<file path="config.mk">
export PLATFORM = sky130hd
export DESIGN_NAME = afalu_core
export DESIGN_NICKNAME = d
export VERILOG_FILES = /design/src/pkg/afalu_pkg.sv /design/src/rtl/afalu_core.sv
export SDC_FILE = /design/constraint.sdc
export NUM_CORES = 1
export LEC_CHECK = 0
export BUFFER_PORTS_ARGS = -buffer_cell sky130_fd_sc_hd__buf_2
export CORE_MARGIN = 2
export CORE_UTILIZATION = 50
export DETAILED_ROUTE_END_ITERATION = 8
export MAX_ROUTING_LAYER = met4
export PLACE_DENSITY = 0.66
export SYNTH_ARGS = -nofsm -noshare
export SYNTH_HDL_FRONTEND = slang
export SYNTH_SLANG_ARGS = --single-unit
</file>
<file path="constraint.sdc">
create_clock -name pclk -period 5 [get_ports pclk]
set_clock_uncertainty 0.15 [all_clocks]
set_input_delay 0.75 -clock pclk [delete_from_list [all_inputs] [get_ports pclk]]
set_output_delay 0.75 -clock pclk [all_outputs]
set_load 0.1 [all_outputs]
</file>
<file path="src/pkg/afalu_pkg.sv">
`default_nettype none
package afalu_pkg;
  // Byte addresses of the APB register map
  localparam logic [7:0] CMD_OFS    = 8'h00;
  localparam logic [7:0] OPND_OFS   = 8'h04;
  localparam logic [7:0] FLAGS_OFS  = 8'h08;
  localparam logic [7:0] TARGET_OFS = 8'h0C;
  localparam logic [7:0] PC_OFS     = 8'h10;
  localparam logic [7:0] STATUS_OFS = 8'h14;
  localparam logic [7:0] MADDR_OFS  = 8'h18;
  localparam logic [2:0] REGWIN_SEL = 3'h1;
  // Register bank indices
  localparam logic [2:0] H_IDX   = 3'h4;
  localparam logic [2:0] L_IDX   = 3'h5;
  localparam logic [2:0] ACC_IDX = 3'h7;
  // Flag positions in the flags word
  localparam int FLAG_S_POS  = 7;
  localparam int FLAG_Z_POS  = 6;
  localparam int FLAG_AC_POS = 4;
  localparam int FLAG_P_POS  = 2;
  localparam int FLAG_C_POS  = 0;
  // Reset values and constants
  localparam logic [7:0]  REG_RST    = 8'h00;
  localparam logic [15:0] PC_RST     = 16'h0000;
  localparam logic [15:0] BRANCH_LEN = 16'h0003;
  localparam logic [3:0]  DEC_LIMIT  = 4'h9;
  localparam logic [8:0]  ADJ_LO     = 9'h006;
  localparam logic [8:0]  ADJ_HI     = 9'h060;

  typedef enum logic [3:0] {
    OP_NOP, OP_AND, OP_OR, OP_XOR, OP_ADD, OP_RAR, OP_RAL, OP_CMC,
    OP_STC, OP_INR, OP_DCR, OP_CMA, OP_DAA, OP_BRANCH
  } afalu_op_t;

  typedef struct packed {
    logic      sense;
    logic [2:0] sel;
    afalu_op_t op;
  } afalu_cmd_t;

  typedef struct packed {
    logic s;
    logic z;
    logic ac;
    logic p;
    logic c;
  } afalu_flags_t;

  typedef struct packed {
    logic [7:0][7:0] regs;
    afalu_flags_t    flags;
    afalu_cmd_t      cmd;
    logic [7:0]      opnd;
    logic [15:0]     target;
    logic [15:0]     pc;
    logic            taken;
    logic            pready;
    logic            pslverr;
    logic [31:0]     prdata;
  } afalu_state_t;
endpackage : afalu_pkg
`default_nettype wire

</file>
<file path="src/rtl/afalu_core.sv">
`default_nettype none
module afalu_core
  import afalu_pkg::*;
(
  // Clock and reset
  input  wire logic        pclk,
  input  wire logic        presetn,
  // APB slave
  input  wire logic        psel,
  input  wire logic        penable,
  input  wire logic        pwrite,
  input  wire logic [7:0]  paddr,
  input  wire logic [31:0] pwdata,
  output logic      [31:0] prdata,
  output logic             pready,
  output logic             pslverr
);

  afalu_state_t st_reg;
  afalu_state_t st_next;

  function automatic afalu_flags_t afalu_szp(input logic [7:0] res, input logic ac,
                                             input logic c);
    afalu_flags_t f;
    f.s  = res[7];
    f.z  = (res == 8'h00);
    f.p  = ~^res;
    f.ac = ac;
    f.c  = c;
    return f;
  endfunction : afalu_szp

  function automatic logic [7:0] afalu_flag_byte(input afalu_flags_t f);
    logic [7:0] b;
    b = 8'h00;
    b[FLAG_S_POS]  = f.s;
    b[FLAG_Z_POS]  = f.z;
    b[FLAG_AC_POS] = f.ac;
    b[FLAG_P_POS]  = f.p;
    b[FLAG_C_POS]  = f.c;
    return b;
  endfunction : afalu_flag_byte

  function automatic afalu_state_t afalu_exec(input afalu_state_t st, input afalu_cmd_t cmd);
    afalu_state_t q;
    logic [7:0]   a;
    logic [7:0]   r;
    logic [7:0]   res;
    logic [8:0]   sum;
    logic [4:0]   lo;
    logic         cond;
    q    = st;
    a    = st.regs[ACC_IDX];
    r    = st.regs[cmd.sel];
    res  = 8'h00;
    sum  = 9'h000;
    lo   = 5'h00;
    cond = 1'b0;
    // All fields land in one state copy, so a branch next sees them
    unique case (cmd.op)
      OP_AND: begin
        res = a & st.opnd;
        q.regs[ACC_IDX] = res;
        q.flags = afalu_szp(res, 1'b0, 1'b0);
      end
      OP_OR: begin
        res = a | st.opnd;
        q.regs[ACC_IDX] = res;
        q.flags = afalu_szp(res, 1'b0, 1'b0);
      end
      OP_XOR: begin
        res = a ^ st.opnd;
        q.regs[ACC_IDX] = res;
        q.flags = afalu_szp(res, 1'b0, 1'b0);
      end
      OP_ADD: begin
        sum = {1'b0, a} + {1'b0, st.opnd};
        lo  = {1'b0, a[3:0]} + {1'b0, st.opnd[3:0]};
        q.regs[ACC_IDX] = sum[7:0];
        q.flags = afalu_szp(sum[7:0], lo[4], sum[8]);
      end
      OP_RAR: begin
        q.regs[ACC_IDX] = {st.flags.c, a[7:1]};
        q.flags.c = a[0];
      end
      OP_RAL: begin
        q.regs[ACC_IDX] = {a[6:0], st.flags.c};
        q.flags.c = a[7];
      end
      OP_CMC: q.flags.c = ~st.flags.c;
      OP_STC: q.flags.c = 1'b1;
      OP_INR: begin
        res = r + 8'h01;
        q.regs[cmd.sel] = res;
        q.flags = afalu_szp(res, (r[3:0] == 4'hF), st.flags.c);
      end
      OP_DCR: begin
        res = r - 8'h01;
        q.regs[cmd.sel] = res;
        // Borrow seen as carry of adding all ones to the low digit
        q.flags = afalu_szp(res, (r[3:0] != 4'h0), st.flags.c);
      end
      OP_CMA: q.regs[ACC_IDX] = ~a;
      OP_DAA: begin
        sum = {1'b0, a};
        lo  = {1'b0, a[3:0]};
        if ((a[3:0] > DEC_LIMIT) || st.flags.ac) begin
          sum = sum + ADJ_LO;
          lo  = lo + 5'h06;
        end
        if ((sum[7:4] > DEC_LIMIT) || st.flags.c) begin
          sum = sum + ADJ_HI;
        end
        q.regs[ACC_IDX] = sum[7:0];
        q.flags = afalu_szp(sum[7:0], lo[4], sum[8] | st.flags.c);
      end
      OP_BRANCH: begin
        // Only four flags are decodable; auxiliary carry has no code
        unique case (cmd.sel[1:0])
          2'd0: cond = st.flags.c;
          2'd1: cond = st.flags.z;
          2'd2: cond = st.flags.s;
          2'd3: cond = st.flags.p;
        endcase
        q.taken = (cond == cmd.sense);
        q.pc    = (cond == cmd.sense) ? st.target : st.pc + BRANCH_LEN;
      end
      default: q = st;
    endcase
    return q;
  endfunction : afalu_exec

  function automatic logic afalu_hit(input logic [7:0] addr);
    return (addr[1:0] == 2'b00) &&
           ((addr[7:5] == REGWIN_SEL) || (addr == CMD_OFS) || (addr == OPND_OFS) ||
            (addr == FLAGS_OFS) || (addr == TARGET_OFS) || (addr == PC_OFS) ||
            (addr == STATUS_OFS) || (addr == MADDR_OFS));
  endfunction : afalu_hit

  function automatic logic [31:0] afalu_read(input afalu_state_t st, input logic [7:0] addr);
    logic [31:0] d;
    d = 32'h0000_0000;
    if (addr[7:5] == REGWIN_SEL) begin
      d[7:0] = st.regs[addr[4:2]];
    end else begin
      unique case (addr)
        CMD_OFS:    d[7:0]  = st.cmd;
        OPND_OFS:   d[7:0]  = st.opnd;
        FLAGS_OFS:  d[7:0]  = afalu_flag_byte(st.flags);
        TARGET_OFS: d[15:0] = st.target;
        PC_OFS:     d[15:0] = st.pc;
        STATUS_OFS: d[0]    = st.taken;
        MADDR_OFS:  d[15:0] = {st.regs[H_IDX], st.regs[L_IDX]};
        default:    d = 32'h0000_0000;
      endcase
    end
    return d;
  endfunction : afalu_read

  always_comb begin
    st_next = st_reg;
    // Answer is prepared in setup, so access always ends in one cycle
    st_next.pready  = psel & ~penable;
    st_next.pslverr = psel & ~penable & ~afalu_hit(paddr);
    st_next.prdata  = 32'h0000_0000;
    if (psel && !penable && !pwrite && afalu_hit(paddr)) begin
      st_next.prdata = afalu_read(st_reg, paddr);
    end
    if (psel && penable && st_reg.pready && pwrite && !st_reg.pslverr) begin
      if (paddr[7:5] == REGWIN_SEL) begin
        st_next.regs[paddr[4:2]] = pwdata[7:0];
      end else begin
        unique case (paddr)
          CMD_OFS: begin
            st_next     = afalu_exec(st_reg, afalu_cmd_t'(pwdata[7:0]));
            st_next.cmd = afalu_cmd_t'(pwdata[7:0]);
            st_next.pready  = 1'b0;
            st_next.pslverr = 1'b0;
            st_next.prdata  = 32'h0000_0000;
          end
          OPND_OFS: st_next.opnd = pwdata[7:0];
          FLAGS_OFS: begin
            st_next.flags.s  = pwdata[FLAG_S_POS];
            st_next.flags.z  = pwdata[FLAG_Z_POS];
            st_next.flags.ac = pwdata[FLAG_AC_POS];
            st_next.flags.p  = pwdata[FLAG_P_POS];
            st_next.flags.c  = pwdata[FLAG_C_POS];
          end
          TARGET_OFS: st_next.target = pwdata[15:0];
          PC_OFS:     st_next.pc     = pwdata[15:0];
          default:    st_next.pc     = st_reg.pc;
        endcase
      end
    end
  end

  always_ff @(posedge pclk or negedge presetn) begin
    if (!presetn) begin
      st_reg         <= '0;
      st_reg.regs    <= {8{REG_RST}};
      st_reg.pc      <= PC_RST;
      st_reg.cmd.op  <= OP_NOP;
    end else begin
      st_reg <= st_next;
    end
  end

  assign prdata  = st_reg.prdata;
  assign pready  = st_reg.pready;
  assign pslverr = st_reg.pslverr;

endmodule : afalu_core
`default_nettype wire

</file>
==> out/summary.txt <==
status -> finished, final reports clean
postcts setup bufs -> 0
crit path cell chain -> inv_1 > ha_1 > and3b_1 > and2_1 > nor2_1 > nand2_1 > a21oi_1 > nor3_1 > ha_1 > xor2_1 > xnor2_1 > o221ai_1 > or4_1 > o211ai_1 > a31oi_1
routed vias/inst -> 6.858
GRT busiest layer -> met2
Clk pin slew, worst setup/hold paths -> 60 ps
post-synthesis simple-gate area fraction -> 15.18%
post-cts sizing count -> 0
FF-to-FF path depth -> 15
sw power -> 896.2 uW
Setup TNS -> 0 ps
total gr overflow -> 0
met1 usage -> 48.46%
post-synthesis sequential area ratio -> 30.83%
most frequent CP cell -> ha_1
clock tree sinks -> 136
routed via count -> 10,770
leading area contributor after synthesis -> dfrtp_1
Max-Slew Margin vs Limit -> 35.65%
Post-Synth XOR/XNOR Area -> 4.840%
placer's final routability congestion estimate -> 1.020
H-tree level count -> 4
Distinct cells, synth -> 78
asr flop ratio synth -> 100.0%
antenna violations before repair -> 0
met3 GRT Util -> 7.594%
Placed Instances -> 1,539
Critical Path RT -> 5150 ps
Reg2Reg Launch Point -> st_reg[145]$_DFFE_PN0P_
final WL -> 39.51 mm
CTS Buf Count -> 17
layout net count -> 1,375
design area -> 12,220 um^2
Warnings, synthesis -> 0
Int Power -> 2.051 mW
non-filler cells, final -> 1,570
Final setup viols -> 0
WL per Instance -> 25.17 um
most frequent cells in the layout -> dfrtp_1 (136), nor2_1 (107), nand2_1 (105), o21ai_0 (85), buf_4 (64)
Die X -> 152.6 um
number of flops mapped to enable cells by yosys -> 0
logic gate share of total power -> 18.1%
count of input and output buffers -> 46
Hold WC Path Type -> primary input to asynchronous set/reset pin
max reg flops -> 118
DR pass1 iterations -> 8
largest net degree at the start of global routing -> 101
core area -> 21,760 um^2
Fin. Hold Viols -> 0
top-area cell type share of the netlist area -> 30.83%
Pwr per Cell Area -> 241.2 nW/um^2
CP delay by family, top -> simple AND/OR/NAND/NOR gates
CP max FO -> 12
GRT Overall Usage -> 34.65%
WP buf/inv -> 1
first-pass GRT wire length -> 60.74 mm
Final ANT Viol Nets -> 0
clock root cell -> clkbuf_16
CP endpoint kind -> register
Fillers -> 1,946
Clock power frac -> 43.6%
Adder-Cell Fraction of Synth Area -> 5.962%
DP Area -> 11,630 um^2
peak supply drop -> 0.0001993 V
Die Area -> 23,280 um^2
mux contribution to synthesized area -> 12.22%
commonest non-fill, non-tap cell in the layout -> dfrtp_1
Cells after Synth -> 1,249
CP Class -> register to register
Sw Share -> 30.41%
vias in the first global route -> 10,030
Leakage -> 5.104 nW
share of cells above drive strength 1 -> 17.44%
CP max stage delay -> 680 ps
slowest CP cell -> dfrtp_1
Synth area leaders -> dfrtp_1 (31%), ha_1 (5.8%), mux4_2 (4.7%), mux2_2 (3.9%), o21ai_0 (3.9%)
WHS -> 254.2 ps
period utilization -> 91.19%
unrepaired setup endpoints after global routing -> false
Bufs on Longest Clock Path -> 2
syn_area_per_cell -> 8.839 um^2
post-DP HPWL -> 28.73 mm
M2 GR Usage -> 50.40%
die height -> 152.6 um
synthesis-stage register bit count -> 136
final slew viol count -> 0
DRC errors left -> 0
CTS tree -> yes
pre-CTS setup slack -> 141.2 ps
Max-Cap Viols -> 0
Worst-Skew Late Latency -> 440 ps
f_max -> 0.2193 GHz
final worst slack -> 440.4 ps
CP Launch Type -> register
n_diodes -> 0
largest family of logic cells by synthesized area -> compound AO/OA/AOI/OAI gates
crit path DAT -> 4710 ps
Tightest Pin Transition -> 965.2 ps
Final min period -> 4560 ps
Flop pwr share -> 38.3%
reg2reg end -> st_reg[84]$_DFFE_PN0P_
row count -> 54
mapped cell area -> 11,040 um^2
number of I/O pins -> 79
post-synthesis compound-gate area fraction -> 23.98%
initial DRC count -> 1,800
Synth Flop Type -> dfrtp_1
CTS Hold Bufs -> 0
Worst R2R Setup Slack -> 440 ps
area delta synth->final -> 10.65%
Initial Utilization -> 50.74%
==> per-stage QoR <==
step / power [mW] / utilization (%)
3_5_place_dp: 1.665 / 53.44
2_1_floorplan: 1.508 / -
4_1_cts: 2.929 / 56.15
6_report: 2.947 / 56.15
3_3_place_gp: 1.660 / 53.44
5_1_grt: 3.029 / 56.15
==> cell type report <==
type	instances	area [um^2]	share of cell area (%)
clock buffers	20	466.7	3.821
clock inverters	11	122.6	1.004
inverters	50	187.7	1.536
multi-input cells	962	6948	56.88
flip-flops and latches	136	3403	27.86
well taps	280	350.3	2.868
repair buffers	111	737.0	6.033
==> power groups by stage <==
stage | sequential (mW) | combinational (mW) | clock [mW]
final | 1.13 | 0.533 | 1.29
after global routing | 1.13 | 0.566 | 1.33
after CTS | 1.13 | 0.520 | 1.28
after detailed placement | 1.15 | 0.518 | 0
after global placement | 1.15 | 0.513 | 0
after floorplan | 1.15 | 0.362 | 0
==> worst max path at each step <==
stage | startpoint | to | cells after the start
6_report | st_reg[145]$_DFFE_PN0P_ | st_reg[84]$_DFFE_PN0P_ | 15
5_1_grt | st_reg[145]$_DFFE_PN0P_ | st_reg[84]$_DFFE_PN0P_ | 15
4_1_cts | st_reg[145]$_DFFE_PN0P_ | st_reg[84]$_DFFE_PN0P_ | 15
3_5_place_dp | pwdata[4] | st_reg[84]$_DFFE_PN0P_ | 16
3_3_place_gp | pwdata[4] | st_reg[84]$_DFFE_PN0P_ | 16
2_1_floorplan | pwdata[4] | st_reg[84]$_DFFE_PN0P_ | 16
==> Yosys cell counts, types with 17 or more instances <==
| cell type | n |
|---|---|
| a21oi_1 | 52 |
| buf_4 | 32 |
| nor2_1 | 108 |
| a31oi_1 | 17 |
| nand2_1 | 105 |
| o221ai_1 | 42 |
| xor2_1 | 21 |
| nand3_1 | 30 |
| xnor2_1 | 40 |
| clkbuf_1 | 73 |
| o21ai_0 | 85 |
| mux2_2 | 38 |
| ha_1 | 51 |
| o22ai_1 | 18 |
| o21a_1 | 36 |
| dfrtp_1 | 136 |
| inv_1 | 47 |
| mux4_2 | 23 |
| nor3_1 | 24 |
| a22oi_1 | 34 |
| mux2i_1 | 34 |
==> metal layers <==
metal / share of wire [%] / vias to the layer above
li1: - / 4713
met1: 42 / 5169
met2: 43 / 770
met3: 12 / 115
met4: 3.7 / 0
met5: 0 / -
==> kinds of logic after synthesis <==
group                      Yosys count
AOI/OAI and AO/OA                  384
xor gates and xnor gates            61
adders and majority gates           52
buffers and inverters              166
DFF                                136
muxes                               98
other                                1
and+or+nand+nor                    351
Note: power is estimated with default switching activity, not from simulation.
